**config.mk**
```make
export PLATFORM = sky130hd
export DESIGN_NAME = daoc_top
export DESIGN_NICKNAME = d
export VERILOG_FILES = /design/src/common/dac_ctl_pkg.sv /design/src/logic/daoc_chan.sv /design/src/logic/daoc_top.sv
export SDC_FILE = /design/constraint.sdc
export NUM_CORES = 1
export LEC_CHECK = 0
export ABC_AREA = 1
export BUFFER_PORTS_ARGS = -buffer_cell sky130_fd_sc_hd__buf_2
export CORE_UTILIZATION = 47
export DETAILED_ROUTE_END_ITERATION = 8
export GPL_TIMING_DRIVEN = 0
export PLACE_DENSITY = 0.78
export SLEW_MARGIN = 20
export SYNTH_ARGS = -nofsm -noshare
export SYNTH_HDL_FRONTEND = slang
export SYNTH_SLANG_ARGS = --single-unit
```
**constraint.sdc**
```tcl
create_clock -name aclk -period 1.6 [get_ports aclk]
set_input_delay 0.4 -clock aclk [delete_from_list [all_inputs] [get_ports aclk]]
set_output_delay 0.4 -clock aclk [all_outputs]
set_load 0.01 [all_outputs]
```
**src/common/dac_ctl_pkg.sv**
```systemverilog
// Package for the dual converter output control block
`default_nettype none
package daoc_pkg;
	localparam int DAOC_W = 12;
	localparam logic [11:0] DAOC_CODE_MIN = 12'h000;
	localparam logic [11:0] DAOC_CODE_MID = 12'h800;
	localparam logic [11:0] DAOC_CODE_MAX = 12'hFFF;
	localparam int DAOC_MSB = 11;
	// Format select pin levels, coded from the four strap levels
	typedef enum logic [1:0] {
		DAOC_LVL_GND = 2'b00,
		DAOC_LVL_THIRD = 2'b01,
		DAOC_LVL_TWO_THIRD = 2'b10,
		DAOC_LVL_SUPPLY = 2'b11
	} daoc_level_e;
	typedef enum logic [1:0] {
		DAOC_PWR_RUN = 2'b00,
		DAOC_PWR_NAP = 2'b01,
		DAOC_PWR_SLEEP = 2'b10,
		DAOC_PWR_WAKE = 2'b11
	} daoc_pwr_e;
	// Recovery times
	localparam int DAOC_NAP_WAKE_CYC = 100;
	localparam int DAOC_SLEEP_WAKE_US = 2000;
	localparam int DAOC_CLK_MHZ = 50;
	localparam int DAOC_SLEEP_WAKE_CYC = DAOC_SLEEP_WAKE_US * DAOC_CLK_MHZ;
	localparam int DAOC_DCS_LOCK_CYC = 100;
	localparam logic [31:0] DAOC_REG_CTRL = 32'h0000_0000;
	localparam logic [31:0] DAOC_REG_STAT = 32'h0000_0004;
	localparam logic [31:0] DAOC_REG_SAMP = 32'h0000_0008;
	localparam logic [1:0] DAOC_RESP_OK = 2'b00;
	localparam logic [1:0] DAOC_RESP_DEC = 2'b11;
	typedef struct packed {
		logic [11:0] word;
		logic flag;
	} daoc_samp_s;
	typedef struct packed {
		logic [11:0] data;
		logic flag;
		logic en;
	} daoc_bus_s;
endpackage : daoc_pkg
`default_nettype wire

```
**src/logic/daoc_chan.sv**
```systemverilog
// One converter channel: formatting, power state and output enable
`timescale 1ns/100ps
`default_nettype none
module daoc_chan
	import daoc_pkg::*;
#(
	parameter int WAKE_SLEEP_CYC = DAOC_SLEEP_WAKE_CYC
)
(
	// Clock and reset
	input wire logic aclk,
	input wire logic aresetn,
	// Raw conversion result and range strobes
	input wire logic sample_tick,
	input wire logic [11:0] raw_code,
	input wire logic over_hi,
	input wire logic over_lo,
	// Controls
	input wire logic twos_comp,
	input wire logic dcs_locked,
	input wire logic power_down_in,
	input wire logic output_disable_n,
	// Results
	output daoc_samp_s samp,
	output logic out_en,
	output daoc_pwr_e pwr_state,
	output logic data_valid
);
	localparam int CW = $clog2(DAOC_SLEEP_WAKE_CYC > WAKE_SLEEP_CYC ?
		DAOC_SLEEP_WAKE_CYC + 1 : WAKE_SLEEP_CYC + 1);
	if (WAKE_SLEEP_CYC < 1)
	begin : g_bad_wake
		$error("WAKE_SLEEP_CYC must be at least one");
	end
	daoc_pwr_e next_pwr_state;
	logic [CW-1:0] wait_cnt;
	logic [CW-1:0] next_wait_cnt;
	daoc_samp_s next_samp;
	logic [11:0] ob;
	always_comb
	begin
		next_pwr_state = pwr_state;
		next_wait_cnt = wait_cnt;
		case (pwr_state)
			DAOC_PWR_RUN:
			begin
				if (power_down_in)
					next_pwr_state = output_disable_n ? DAOC_PWR_SLEEP : DAOC_PWR_NAP;
			end
			DAOC_PWR_NAP, DAOC_PWR_SLEEP:
			begin
				if (!power_down_in)
				begin
					next_pwr_state = DAOC_PWR_WAKE;
					next_wait_cnt = (pwr_state == DAOC_PWR_SLEEP) ?
						CW'(WAKE_SLEEP_CYC) : CW'(DAOC_NAP_WAKE_CYC);
				end
				else
					next_pwr_state = output_disable_n ? DAOC_PWR_SLEEP : DAOC_PWR_NAP;
			end
			DAOC_PWR_WAKE:
			begin
				if (power_down_in)
					next_pwr_state = output_disable_n ? DAOC_PWR_SLEEP : DAOC_PWR_NAP;
				else if (wait_cnt <= CW'(1))
				begin
					next_pwr_state = DAOC_PWR_RUN;
					next_wait_cnt = '0;
				end
				else
					next_wait_cnt = wait_cnt - CW'(1);
			end
			default: next_pwr_state = DAOC_PWR_RUN;
		endcase
	end
	always_comb
	begin
		next_samp = samp;
		ob = raw_code;
		if (over_hi)
			ob = DAOC_CODE_MAX;
		else if (over_lo)
			ob = DAOC_CODE_MIN;
		if (sample_tick && pwr_state != DAOC_PWR_NAP && pwr_state != DAOC_PWR_SLEEP)
		begin
			next_samp.word = ob;
			if (twos_comp)
				next_samp.word[DAOC_MSB] = ~ob[DAOC_MSB];
			next_samp.flag = over_hi | over_lo;
		end
	end
	always_ff @(posedge aclk)
	begin
		if (!aresetn)
		begin
			pwr_state <= DAOC_PWR_RUN;
			wait_cnt <= '0;
			samp <= '0;
		end
		else
		begin
			pwr_state <= next_pwr_state;
			wait_cnt <= next_wait_cnt;
			samp <= next_samp;
		end
	end
	// Outputs float while disabled or powered down
	assign out_en = !output_disable_n && pwr_state != DAOC_PWR_NAP
		&& pwr_state != DAOC_PWR_SLEEP;
	assign data_valid = pwr_state == DAOC_PWR_RUN && dcs_locked;
endmodule : daoc_chan
`default_nettype wire

```
**src/logic/daoc_top.sv**
```systemverilog
// Dual converter output control: two channels, bus swap, AXI4-Lite status
//
// Decided for this implementation: the AXI4-Lite interface to the registers and the register offsets.
`timescale 1ns/100ps
`default_nettype none
module daoc_top
	import daoc_pkg::*;
#(
	parameter int WAKE_SLEEP_CYC = DAOC_SLEEP_WAKE_CYC,
	parameter int DCS_LOCK_CYC = DAOC_DCS_LOCK_CYC
)
(
	// Clock and reset
	input wire logic aclk,
	input wire logic aresetn,
	// Converter core results, per channel
	input wire logic sample_clock_a,
	input wire logic sample_clock_b,
	input wire logic [11:0] raw_code_a,
	input wire logic [11:0] raw_code_b,
	input wire logic over_hi_a,
	input wire logic over_lo_a,
	input wire logic over_hi_b,
	input wire logic over_lo_b,
	// Strap and control pins
	input wire logic [1:0] format_select,
	input wire logic bus_swap_select,
	input wire logic output_disable_n_a,
	input wire logic output_disable_n_b,
	input wire logic power_down_in_a,
	input wire logic power_down_in_b,
	// Output buses, two signals each pin: value and output enable
	output logic [11:0] bus_a_data,
	output logic [11:0] bus_a_data_oe,
	output logic overrange_flag_a,
	output logic overrange_flag_a_oe,
	output logic [11:0] bus_b_data,
	output logic [11:0] bus_b_data_oe,
	output logic overrange_flag_b,
	output logic overrange_flag_b_oe,
	output logic stabilizer_on,
	// AXI4-Lite slave
	input wire logic [31:0] s_axi_awaddr,
	input wire logic s_axi_awvalid,
	output logic s_axi_awready,
	input wire logic [31:0] s_axi_wdata,
	input wire logic [3:0] s_axi_wstrb,
	input wire logic s_axi_wvalid,
	output logic s_axi_wready,
	output logic [1:0] s_axi_bresp,
	output logic s_axi_bvalid,
	input wire logic s_axi_bready,
	input wire logic [31:0] s_axi_araddr,
	input wire logic s_axi_arvalid,
	output logic s_axi_arready,
	output logic [31:0] s_axi_rdata,
	output logic [1:0] s_axi_rresp,
	output logic s_axi_rvalid,
	input wire logic s_axi_rready
);
	localparam int LW = $clog2(DCS_LOCK_CYC + 1);
	if (DCS_LOCK_CYC < 1)
	begin : g_bad_lock
		$error("DCS_LOCK_CYC must be at least one");
	end

	// Software overrides: bit0 forces format, bit1 value, bit2 forces swap, bit3 value
	logic [3:0] ctrl;
	logic [3:0] next_ctrl;
	logic twos_comp;
	logic bus_straight;
	logic clk_a_q;
	logic clk_b_q;
	logic tick_a;
	logic tick_b;
	logic [LW-1:0] lock_cnt;
	logic [LW-1:0] next_lock_cnt;
	logic dcs_locked;
	daoc_samp_s samp_a;
	daoc_samp_s samp_b;
	logic en_a;
	logic en_b;
	daoc_pwr_e pwr_a;
	daoc_pwr_e pwr_b;
	logic valid_a;
	logic valid_b;
	daoc_bus_s next_bus_a;
	daoc_bus_s next_bus_b;
	daoc_bus_s bus_a;
	daoc_bus_s bus_b;

	// One setting for both channels, decoded from the strap level
	always_comb
	begin
		twos_comp = format_select == DAOC_LVL_TWO_THIRD
			|| format_select == DAOC_LVL_SUPPLY;
		if (ctrl[0])
			twos_comp = ctrl[1];
		stabilizer_on = format_select == DAOC_LVL_THIRD
			|| format_select == DAOC_LVL_TWO_THIRD;
		bus_straight = ctrl[2] ? ctrl[3] : bus_swap_select;
	end

	// Rising edge of each sample clock, sampled as a synchronous input
	assign tick_a = sample_clock_a && !clk_a_q;
	assign tick_b = sample_clock_b && !clk_b_q;

	// Stabilizer lock counts rising edges after enable
	always_comb
	begin
		next_lock_cnt = lock_cnt;
		if (!stabilizer_on)
			next_lock_cnt = '0;
		else if (lock_cnt < LW'(DCS_LOCK_CYC) && tick_a)
			next_lock_cnt = lock_cnt + LW'(1);
	end
	assign dcs_locked = !stabilizer_on || lock_cnt == LW'(DCS_LOCK_CYC);

	daoc_chan #(.WAKE_SLEEP_CYC(WAKE_SLEEP_CYC)) u_chan_a (
		.aclk(aclk),
		.aresetn(aresetn),
		.sample_tick(tick_a),
		.raw_code(raw_code_a),
		.over_hi(over_hi_a),
		.over_lo(over_lo_a),
		.twos_comp(twos_comp),
		.dcs_locked(dcs_locked),
		.power_down_in(power_down_in_a),
		.output_disable_n(output_disable_n_a),
		.samp(samp_a),
		.out_en(en_a),
		.pwr_state(pwr_a),
		.data_valid(valid_a)
	);
	daoc_chan #(.WAKE_SLEEP_CYC(WAKE_SLEEP_CYC)) u_chan_b (
		.aclk(aclk),
		.aresetn(aresetn),
		.sample_tick(tick_b),
		.raw_code(raw_code_b),
		.over_hi(over_hi_b),
		.over_lo(over_lo_b),
		.twos_comp(twos_comp),
		.dcs_locked(dcs_locked),
		.power_down_in(power_down_in_b),
		.output_disable_n(output_disable_n_b),
		.samp(samp_b),
		.out_en(en_b),
		.pwr_state(pwr_b),
		.data_valid(valid_b)
	);

	// Bus routing; enables follow the channel that is routed
	always_comb
	begin
		if (bus_straight)
		begin
			next_bus_a = '{data: samp_a.word, flag: samp_a.flag, en: en_a};
			next_bus_b = '{data: samp_b.word, flag: samp_b.flag, en: en_b};
		end
		else
		begin
			next_bus_a = '{data: samp_b.word, flag: samp_b.flag, en: en_b};
			next_bus_b = '{data: samp_a.word, flag: samp_a.flag, en: en_a};
		end
	end

	assign bus_a_data = bus_a.data;
	assign bus_a_data_oe = {DAOC_W{bus_a.en}};
	assign overrange_flag_a = bus_a.flag;
	assign overrange_flag_a_oe = bus_a.en;
	assign bus_b_data = bus_b.data;
	assign bus_b_data_oe = {DAOC_W{bus_b.en}};
	assign overrange_flag_b = bus_b.flag;
	assign overrange_flag_b_oe = bus_b.en;

	// AXI4-Lite: one write and one read at a time, aw and w in either order
	logic aw_held;
	logic next_aw_held;
	logic w_held;
	logic next_w_held;
	logic [31:0] aw_addr;
	logic [31:0] next_aw_addr;
	logic [31:0] w_data;
	logic [31:0] next_w_data;
	logic [3:0] w_strb;
	logic [3:0] next_w_strb;
	logic next_bvalid;
	logic [1:0] next_bresp;
	logic next_rvalid;
	logic [31:0] next_rdata;
	logic [1:0] next_rresp;

	assign s_axi_awready = !aw_held && !s_axi_bvalid;
	assign s_axi_wready = !w_held && !s_axi_bvalid;
	assign s_axi_arready = !s_axi_rvalid;

	always_comb
	begin
		next_aw_held = aw_held;
		next_w_held = w_held;
		next_aw_addr = aw_addr;
		next_w_data = w_data;
		next_w_strb = w_strb;
		next_bvalid = s_axi_bvalid;
		next_bresp = s_axi_bresp;
		next_ctrl = ctrl;
		if (s_axi_awvalid && s_axi_awready)
		begin
			next_aw_held = 1'b1;
			next_aw_addr = s_axi_awaddr;
		end
		if (s_axi_wvalid && s_axi_wready)
		begin
			next_w_held = 1'b1;
			next_w_data = s_axi_wdata;
			next_w_strb = s_axi_wstrb;
		end
		if (s_axi_bvalid && s_axi_bready)
			next_bvalid = 1'b0;
		if (aw_held && w_held)
		begin
			next_aw_held = 1'b0;
			next_w_held = 1'b0;
			next_bvalid = 1'b1;
			if (aw_addr == DAOC_REG_CTRL)
			begin
				next_bresp = DAOC_RESP_OK;
				if (w_strb[0])
					next_ctrl = w_data[3:0];
			end
			else if (aw_addr == DAOC_REG_STAT || aw_addr == DAOC_REG_SAMP)
				next_bresp = DAOC_RESP_OK;
			else
				next_bresp = DAOC_RESP_DEC;
		end
	end

	always_comb
	begin
		next_rvalid = s_axi_rvalid;
		next_rdata = s_axi_rdata;
		next_rresp = s_axi_rresp;
		if (s_axi_rvalid && s_axi_rready)
			next_rvalid = 1'b0;
		if (s_axi_arvalid && s_axi_arready)
		begin
			next_rvalid = 1'b1;
			next_rresp = DAOC_RESP_OK;
			if (s_axi_araddr == DAOC_REG_CTRL)
				next_rdata = {28'h0000000, ctrl};
			else if (s_axi_araddr == DAOC_REG_STAT)
				next_rdata = {20'h00000, dcs_locked, stabilizer_on, twos_comp, bus_straight,
					valid_b, en_b, pwr_b, valid_a, en_a, pwr_a};
			else if (s_axi_araddr == DAOC_REG_SAMP)
				next_rdata = {3'h0, samp_b.flag, samp_b.word, 3'h0, samp_a.flag, samp_a.word};
			else
			begin
				next_rdata = 32'h00000000;
				next_rresp = DAOC_RESP_DEC;
			end
		end
	end

	always_ff @(posedge aclk)
	begin
		if (!aresetn)
		begin
			ctrl <= 4'h0;
			clk_a_q <= 1'b0;
			clk_b_q <= 1'b0;
			lock_cnt <= '0;
			bus_a <= '0;
			bus_b <= '0;
			aw_held <= 1'b0;
			w_held <= 1'b0;
			aw_addr <= 32'h00000000;
			w_data <= 32'h00000000;
			w_strb <= 4'h0;
			s_axi_bvalid <= 1'b0;
			s_axi_bresp <= 2'h0;
			s_axi_rvalid <= 1'b0;
			s_axi_rdata <= 32'h00000000;
			s_axi_rresp <= 2'h0;
		end
		else
		begin
			ctrl <= next_ctrl;
			clk_a_q <= sample_clock_a;
			clk_b_q <= sample_clock_b;
			lock_cnt <= next_lock_cnt;
			bus_a <= next_bus_a;
			bus_b <= next_bus_b;
			aw_held <= next_aw_held;
			w_held <= next_w_held;
			aw_addr <= next_aw_addr;
			w_data <= next_w_data;
			w_strb <= next_w_strb;
			s_axi_bvalid <= next_bvalid;
			s_axi_bresp <= next_bresp;
			s_axi_rvalid <= next_rvalid;
			s_axi_rdata <= next_rdata;
			s_axi_rresp <= next_rresp;
		end
	end
endmodule : daoc_top
`default_nettype wire

```
== After elaboration in Yosys (flattened, before gate mapping) ==
Cells that the tools add are included.

* Output and inout bits: 94
* Word-level logic and storage cells: 160
* Flip-flop bits (word level): 182
* Input port bits: 144

* Reductions and logical operators: 51
* Eq/ne operators: 26
* Muxes and demuxes: 44
* Add/sub/neg operators: 3
* Bitwise operators: 5
* Order comparisons: 3

{| class="wikitable"
|+ Operator list
! cell !! count
|-
| 17-bit 2-to-1 mux || 8
|-
| 29-bit 2-to-1 mux || 3
|-
| 17-bit one-hot mux with 2 select lines || 2
|-
| 32-bit by 3-bit == test with 1-bit output (second input constant) || 2
|-
| 32-bit by 4-bit == test with 1-bit output (second input constant) || 2
|-
| 32-bit logical NOT || 2
|-
| 12-bit 2-to-1 mux || 4
|-
| 17-bit by 1-bit less-or-equal comparator with 1-bit output (second input constant) || 2
|-
| 17-bit by 1-bit subtractor with 17-bit output (second input constant) || 2
|-
| 2-bit 2-to-1 mux || 15
|-
| 14-bit 2-to-1 mux || 2
|-
| 1-bit logical AND || 21
|-
| 2-bit != test (second input constant) || 8
|-
| 2-bit == test (second input constant) || 6
|-
| 2-bit one-hot mux with 3 select lines || 2
|-
| 1-bit logical NOT || 9
|-
| 3-bit AND reduction || 3
|-
| 1-bit 2-to-1 mux || 8
|-
| 2-bit nonzero test || 4
|-
| 7-bit by 1-bit adder with 7-bit output (second input constant) || 1
|-
| 7-bit == test (second input constant) || 1
|-
| 7-bit < comparator (second input constant) || 1
|-
| 2-bit by 1-bit == test with 1-bit output (second input constant) || 3
|-
| 3-bit by 2-bit != test with 1-bit output (second input constant) || 2
|-
| 7 further kinds || 19
|}

== Logic depth before layout (Yosys ltp) ==
Gate-level depths: netlist (run 1).

* Word-level depth: 7
* Mapped depth: 11
* Depth with buffers taken out: 11

== By module ==
Synthesis (run 1) repeated with hierarchy kept, for this count alone.

* Cell total of the unflattened synthesis: 1141
* Area total of the unflattened synthesis: 8465.6 um^2

{| class="wikitable"
|+ Modules (own cells, without submodules)
! module !! instances !! area each (um^2) !! cells an instance
|-
| daoc_top || 1 || 4992.3 || 673
|-
| daoc_chan || 2 || 1736.7 || 234
|}

== Worst setup path before layout (run 1) ==
No wires, ideal clock.

* Path kind: reg2reg
* Start point: reg u_chan_a.pwr_state[0]
* End point: reg u_chan_a.wait_cnt[3]
* Data required time: 1.470 ns
* Path slack: -0.006 ns
* Cell stages (with the launch flop): 10
* Data arrival time: 1.476 ns
* Path through: dfxtp_1 inv_1 ha_1 inv_1 a21oi_2 inv_1 clkbuf_1 nand2_1 o21a_1 nor2_1

* Cells in the longest elaborated chain, start to end: 4
* Elaborated cells on any way between the ends: 9

{| class="wikitable"
|+ RTL lines
! element !! RTL line !! RTL
|-
| start: declaration || daoc_chan.sv:26 || <nowiki>output daoc_pwr_e pwr_state,</nowiki>
|-
| start signal: assignment || daoc_chan.sv:102 || <nowiki>pwr_state <= next_pwr_state;</nowiki>
|-
| 2-bit by 1-bit == test with 1-bit output or 2-bit == test (tied branches) || daoc_chan.sv:44 || <nowiki>case (pwr_state)</nowiki>
|-
| 2-bit OR reduction || daoc_chan.sv:44 ||
|-
| 2-bit != test (no line) or 2-bit nonzero test (tied branches) || n/a ||
|-
| 3-bit AND reduction (no line) || n/a ||
|-
| end signal: assignment || daoc_chan.sv:103 || <nowiki>wait_cnt <= next_wait_cnt;</nowiki>
|-
| end: declaration || daoc_chan.sv:36 || <nowiki>logic [CW-1:0] wait_cnt;</nowiki>
|}

Several ways; a longest one is shown, not always the timed one.
A chain may end at the register's enable or synchronous reset.

== Final worst setup path (run 1) ==
* Start point: in format_select[0]
* End point: out stabilizer_on

* Cells in the longest elaborated chain, start to end: 2
* Elaborated cells on any way between the ends: 3

{| class="wikitable"
|+ RTL lines
! element !! RTL line !! RTL
|-
| start: declaration || daoc_top.sv:26 || <nowiki>input wire logic [1:0] format_select,</nowiki>
|-
| 2-bit by 1-bit == test with 1-bit output or 2-bit == test (tied branches) || daoc_top.sv:99, daoc_top.sv:100 ||
|-
| 1-bit logical OR (*) || daoc_top.sv:100 || <nowiki>|| format_select == DAOC_LVL_TWO_THIRD;</nowiki>
|-
| end: declaration || daoc_top.sv:41 || <nowiki>output logic stabilizer_on,</nowiki>
|}

Mark *: on every way between the ends. The rest lies on a longest branch, timed or not.

==> qor.yml, run 1 <==
die:
  core_mm2: 0.0173
  ios: 238
  start_util_pct: 48.3
  die_x_um: 135
  fp.dieH_um: 135
  rows: 48
  die-area_mm2: 0.0183
synthesis:
  yosys.cell_count.top_type: "nor2_1"
  syn_inst: 1153
  synth.area.top_cells: "dfxtp_1 (42%), nor2_1 (9.9%), a21oi_1 (7.5%)"
  syn_area_per_cell_um2: 7.24
  synth_cell_types: 40
  ys_warn_count: 0
  synthFlopType: "dfxtp_1"
  ys_seq_area_share_pct: 41.7
  async_flop_share_pct: 0
  netlist_area_mm2: 0.00835
  synth_top_area_share_pct: 41.7
  synth_edf_count: 0
  netlist_top_cells_count: "nor2_1 (221), dfxtp_1 (174), nand2_1 (161)"
  yosys_register_bits: 174
  synth.largest_area_cell: "dfxtp_1"
grt:
  first_global_vias: 7418
  grtUsageTotal_pct: 24.9
  overflow: 0
  grt_start_max_net_pins: 17
  grt_pass1_wl_mm: 35.6
  antenna_found_initial: 4
detailed_routing:
  wl_per_cell_um: 14.1
  drc_errors: 0
  drt-pass1-iter-count: 5
  final_antenna_net_count: 0
  viasPerCell: 5.06
  drtIter0Drc: 569
  wl_mm: 23.0
  via_count: 8231
sta:
  max_freq_mhz: 644
  skew_ns: 0.0105
  tns_ns: 0
  maxSlewHeadroom_pct: 46.6
  setup_violations: 0
  finalMaxSlewViolations: 0
  post-route-min-period_ns: 1.55
  tightest_slew_ns: 0.794
  hold_viol_final: 0
  finalCritPeriodShare_pct: 97.1
cts:
  clockRootBuffer: "clkbuf_16"
  ctsHoldBuffers: 0
  clkLatencyLatePin_ns: 0.43
  clock-sinks: 174
  cts_buffer_depth: 2
  htreeDepth: 4
  clkTransAtPathRegs_ns: 0.06
  cts_made_buffers: 17
  cts_tree: "built"
critical_path:
  cp-end-kind: "output pin"
  required_ns: 1.20
  ff2ff_setup_slack_ns: 0.06
  setup.worst_path.start: "format_select[0]"
  reg2reg_depth: 6
  crit_arrival_ns: 1.15
  crit_type: "in2out"
  critPathCapture: "stabilizer_on"
  r2r-start: "u_chan_b.pwr_state[0]$_SDFFE_PN0P_"
  cp-start-kind: "primary input"
  r2r-end: "u_chan_b.wait_cnt[9]$_SDFFE_PN0P_"
  path_max_fanout: 4
status:
  status: "completed"
min_path:
  worstHoldStart: "sample_clock_a"
  holdCritPathClass: "in2reg"
placed_design:
  place_hpwl_mm: 17.3
  post-place-cells: 1582
  place.gp.congestion: 0.889
  numPortBuffers: 199
finish:
  finalNonFillerCells: 1626
  drive_above_1_share_pct: 28.5
  layout.nets: 1548
  area_delta_synth_final_pct: 26.5
  register_area_mm2: 0.00350
  multi_input_area_mm2: 0.00425
  fillers: 1521
power:
  power.leakage_nw: 4.93
  totalPowerFinal_mw: 14.1
  p_per_area_mw_per_mm2: 1330
  peakVddDrop_v: 0.000819
job:
  drv_cap: 0
## power breakdown
group	total (mW)	internal [mW]	switching [mW]
clock network	4.22	2.38	1.84
logic	4.51	1.81	2.69
registers	5.35	4.85	0.496
total	14.1	9.04	5.03
## metal layers
layer	part of all wire [%]	global-route usage (%)	up-vias	wire length (um)
li1	-	-	4190	-
met1	43	30.4	3666	9800
met2	47	42.7	330	10800
met3	7.9	5.50	41	1820
met4	2.3	9.11	4	519
met5	0.13	0	-	30
## per-stage QoR
step | hold WS (ns) | util, % | instance area [um2] | setup WS, ns
floorplan | 0.444 | - | 8380 | 0.0246
global placement | 0.450 | 55.8 | 9660 | -0.296
detailed placement | 0.456 | 55.8 | 9660 | -0.348
CTS | 0.176 | 59.9 | 10400 | 0.00708
global route | 0.202 | 61.0 | 10600 | -0.0409
finish | 0.183 | 61.1 | 10600 | 0.0463
## flip-flops by register name (all words and copies together), names as in the netlist, 2 cells and up
signal              count
aw_addr                32
bus_a_data             12
bus_b_data             12
ctrl                    4
lock_cnt                7
s_axi_rdata            26
u_chan_a.pwr_state      2
u_chan_a.samp          13
u_chan_a.wait_cnt      17
u_chan_b.pwr_state      2
u_chan_b.samp          13
u_chan_b.wait_cnt      17
w_data                  4
## cell usage in the layout (no fill, tap or decap), types with 3 or more instances in the layout
cell type and n:
dfxtp_1 166, conb_1 6, xor2_1 24, a31oi_1 3, buf_2 213, a21oi_4 3
dfxtp_2 4, a21oi_2 11, clkbuf_4 3, nand3b_1 5, nand3_2 12, inv_6 6
or2_2 3, nand2_1 159, a21oi_1 123, clkbuf_16 17, dfxtp_4 4, ha_1 14
o21ai_1 6, buf_4 42, nor2_1 206, xnor2_1 3, nor2_4 9, inv_1 75
nand4_1 7, inv_2 14, nand2_2 7, nor3_1 5, nor3_2 4, o21a_1 5
a211oi_1 12, clkbuf_1 25, nor2_2 19, buf_6 3, o21ai_0 106, nand3_1 44
## worst min-delay path by stage
stage / cells past startpoint / slack, ns / to
after floorplan: 2 / 0.44 / lock_cnt[6]$_SDFFE_PN0P_
after global placement: 2 / 0.45 / s_axi_rdata[10]$_SDFFE_PN0P_
after detailed placement: 2 / 0.46 / s_axi_rdata[4]$_SDFFE_PN0P_
after CTS: 3 / 0.18 / clk_a_q$_SDFF_PN0_
after global routing: 3 / 0.20 / clk_a_q$_SDFF_PN0_
final: 3 / 0.18 / clk_a_q$_SDFF_PN0_
## layout make-up
cell class,count,share of cell area (%)
inverter,93,3.40
buffer,80,4.75
antenna,2,0.0474
multi-input combinational,811,40.2
timing repair buffer,209,10.1
tap,225,2.66
clock buffer,19,4.19
sequential,174,33.2
clock inverter,13,1.42
## critical path: stages
cell and delay [ns]:
buf_2 0.10, inv_1 0.04, ha_1 0.37, inv_2 0.11, buf_2 0.13
## logic make-up after synthesis
logic type               count (synthesis)  share of synthesized area [%]
AO/OA/AOI/OAI                          274                           17.7
XOR/XNOR                                27                           2.83
AND/OR/NAND/NOR                        486                           25.3
other                                    1                         0.0449
buffers and inverters                  173                           9.77
flip-flops                             174                           41.7
adder cells (fa/ha/maj)                 18                           2.70
## repair_timing
item / CTS / global route
setup buffers: 4 / 6
gates resized for setup: 31 / 58
setup endpoints to repair: 87 / 63
pin swaps: 3 / 6
No activity file was read; power rests on OpenSTA's default activity.
==> run 2: changes to the inputs <==
CAP_MARGIN = 10   (was default)
CORE_UTILIZATION = 40   (was 47)
PLACE_DENSITY = 0.69   (was 0.78)
==> qor.yml, run 2 (synthesis results as in run 1) <==
status:
  status: "completed"
min_path:
  holdCritPathClass: "in2reg"
critical_path:
  crit_type: "in2out"
  path_max_fanout: 4  # unchanged
  ff2ff_setup_slack_ns: 0.04  # -0.02 ns
  cp-end-kind: "output pin"
  setup.worst_path.start: "format_select[0]"
  critPathCapture: "stabilizer_on"
  r2r-end: "u_chan_b.wait_cnt[16]$_SDFFE_PN0P_"
  crit_arrival_ns: 1.16  # about the same
  required_ns: 1.20  # about the same
  reg2reg_depth: 7  # +1
  r2r-start: "u_chan_b.pwr_state[0]$_SDFFE_PN0P_"
  cp-start-kind: "primary input"
sta:
  post-route-min-period_ns: 1.56  # +0.00738 ns
  tightest_slew_ns: 0.870  # +0.0759 ns
  hold_viol_final: 0  # unchanged
  maxSlewHeadroom_pct: 42.0  # -4.6 points
  finalMaxSlewViolations: 0  # unchanged
  rsz0062_at_grt: "true"
  max_freq_mhz: 641  # -0.47%
  finalCritPeriodShare_pct: 97.6  # +0.46 points
  setup_violations: 0  # unchanged
  skew_ns: 0.0109  # +0.000344 ns
  whs_ns: 0.193  # +0.00968 ns
finish:
  final_common_cell: "buf_2"
  area_delta_synth_final_pct: 26.5  # about the same
  mostFrequentLayoutCells: "buf_2 (214), nor2_1 (206), dfxtp_1 (168)"
  regMostFlops: "aw_addr"
  largest_reg_flops: 32  # unchanged
  drive_above_1_share_pct: 28.1  # -0.42 points
  fin_area_mm2: 0.0106  # about the same
  top_regs: "aw_addr: 32 flops, s_axi_rdata: 26 flops"
  layout.nets: 1544  # -0.26%
cts:
  clockRootBuffer: "clkbuf_16"
  cts_made_buffers: 17  # unchanged
  cts_buffer_depth: 2  # unchanged
  htreeDepth: 4  # unchanged
  clkTransAtPathRegs_ns: 0.07  # about the same
  clock-sinks: 174  # unchanged
  cts_tree: "built"
  clkLatencyLatePin_ns: 0.43  # about the same
power:
  power.leakage_nw: 4.93  # about the same
  p_per_area_mw_per_mm2: 1310  # -1.8%
  peakVddDrop_v: 0.000676  # -17%
  totalPowerFinal_mw: 13.8  # -1.8%
detailed_routing:
  wl_mm: 23.4  # +2.0%
  drt-pass1-iter-count: 5  # unchanged
  final_antenna_net_count: 0  # unchanged
  drtIter0Drc: 543  # -4.6%
  via_count: 8228  # -0.036%
  drc_errors: 0  # unchanged
  wl_per_cell_um: 14.0  # -0.59%
  viasPerCell: 4.93  # -2.6%
die:
  die-area_mm2: 0.0215  # +17%
  die_x_um: 147  # +8.3%
  rows: 52  # +8.3%
  ios: 238  # unchanged
  core_mm2: 0.0204  # +18%
  start_util_pct: 41.0  # -7.3 points
  fp.dieH_um: 147  # +8.3%
grt:
  grt_pass1_wl_mm: 36.9  # +3.7%
  antenna_found_initial: 3  # -1
  first_global_vias: 7492  # +1.0%
  overflow: 0  # unchanged
  grt_start_max_net_pins: 19  # +2
  grtUsageTotal_pct: 21.8  # -3.1 points
placed_design:
  place.gp.congestion: 0.889  # about the same
  place_hpwl_mm: 18.1  # +4.6%
  dpl_cell_area_mm2: 0.00971  # +0.58%
  numPortBuffers: 199  # unchanged
job:
  drv_cap: 0  # unchanged
==> run 2: changes by cell type in the layout (fill, tap and decap cells not counted), sizes merged <==
cell and delta:
diode +1, clkinvlp -1, buf -2, clkbuf -3, clkinv +4, bufinv -2
==> run 2: metal layers <==
| metal | global-route usage (%) | vias up | part of all wire [%] |
|---|---|---|---|
| met3 | 5.97 | 39 | 8.2 |
| li1 | - | 4170 | - |
| met2 | 36.1 | 324 | 46 |
| met5 | 0 | - | 0.055 |
| met4 | 8.02 | 2 | 2.6 |
| met1 | 27.0 | 3693 | 43 |
==> run 2: worst min path at each step <==
| stage | from | endpoint | slack [ns] | cells after the start |
|---|---|---|---|---|
| after floorplan | lock_cnt[6]$_SDFFE_PN0P_ | lock_cnt[6]$_SDFFE_PN0P_ | 0.44 | 2 |
| after global placement | s_axi_rdata[9]$_SDFFE_PN0P_ | s_axi_rdata[9]$_SDFFE_PN0P_ | 0.45 | 2 |
| final | sample_clock_a | clk_a_q$_SDFF_PN0_ | 0.19 | 3 |
| after global routing | s_axi_awaddr[25] | aw_addr[25]$_SDFFE_PN0P_ | 0.21 | 3 |
| after CTS | sample_clock_a | clk_a_q$_SDFF_PN0_ | 0.18 | 3 |
| after detailed placement | s_axi_rdata[2]$_SDFFE_PN0P_ | s_axi_rdata[2]$_SDFFE_PN0P_ | 0.46 | 2 |
==> run 2: through the flow <==
stage / setup TNS [ns] / util, % / setup slack [ns] / cells
3_5_place_dp: -22.29 / 47.7 / -0.349 / 1627
3_3_place_gp: -19.08 / 47.7 / -0.335 / 1627
2_1_floorplan: 0 / - / 0.0246 / 1158
6_report: 0 / 51.9 / 0.0389 / 1668
5_1_grt: -0.0889 / 51.9 / -0.0415 / 1666
4_1_cts: 0 / 51.0 / 0.00752 / 1662
==> run 2: power by group <==
part           switching, mW  total [mW]  internal (mW)  leakage [nW]
Sequential             0.483        5.33           4.84          1.43
Combinational           2.68        4.42           1.75          3.21
Clock                   1.95        4.07           2.12         0.289
==> run 2: layout make-up <==
| type | count | area, um2 |
|---|---|---|
| plain buffers | 80 | 485 |
| clock inverters | 14 | 144 |
| clock buffers | 18 | 439 |
| well taps | 270 | 338 |
| flip-flops and latches | 174 | 3500 |
| fillers | 2006 | 9800 |
| repair buffers | 205 | 1040 |
| multi-input cells | 811 | 4250 |
| inverters | 93 | 359 |
| diodes | 3 | 7.51 |
==> run 2: critical path, cell delays in order <==
cell   delay, ns
buf_2       0.09
inv_1       0.04
ha_1        0.37
inv_2       0.13
buf_2       0.14
==> run 2: repair_timing <==
action / 4_1_cts / 5_1_grt
setup endpoints to repair: 88 / 77
cloned: 0 / 1
hold buffers: 0 / 0
buffers inserted: 3 / 2
gates resized for setup: 29 / 54
pin swaps: 2 / 5
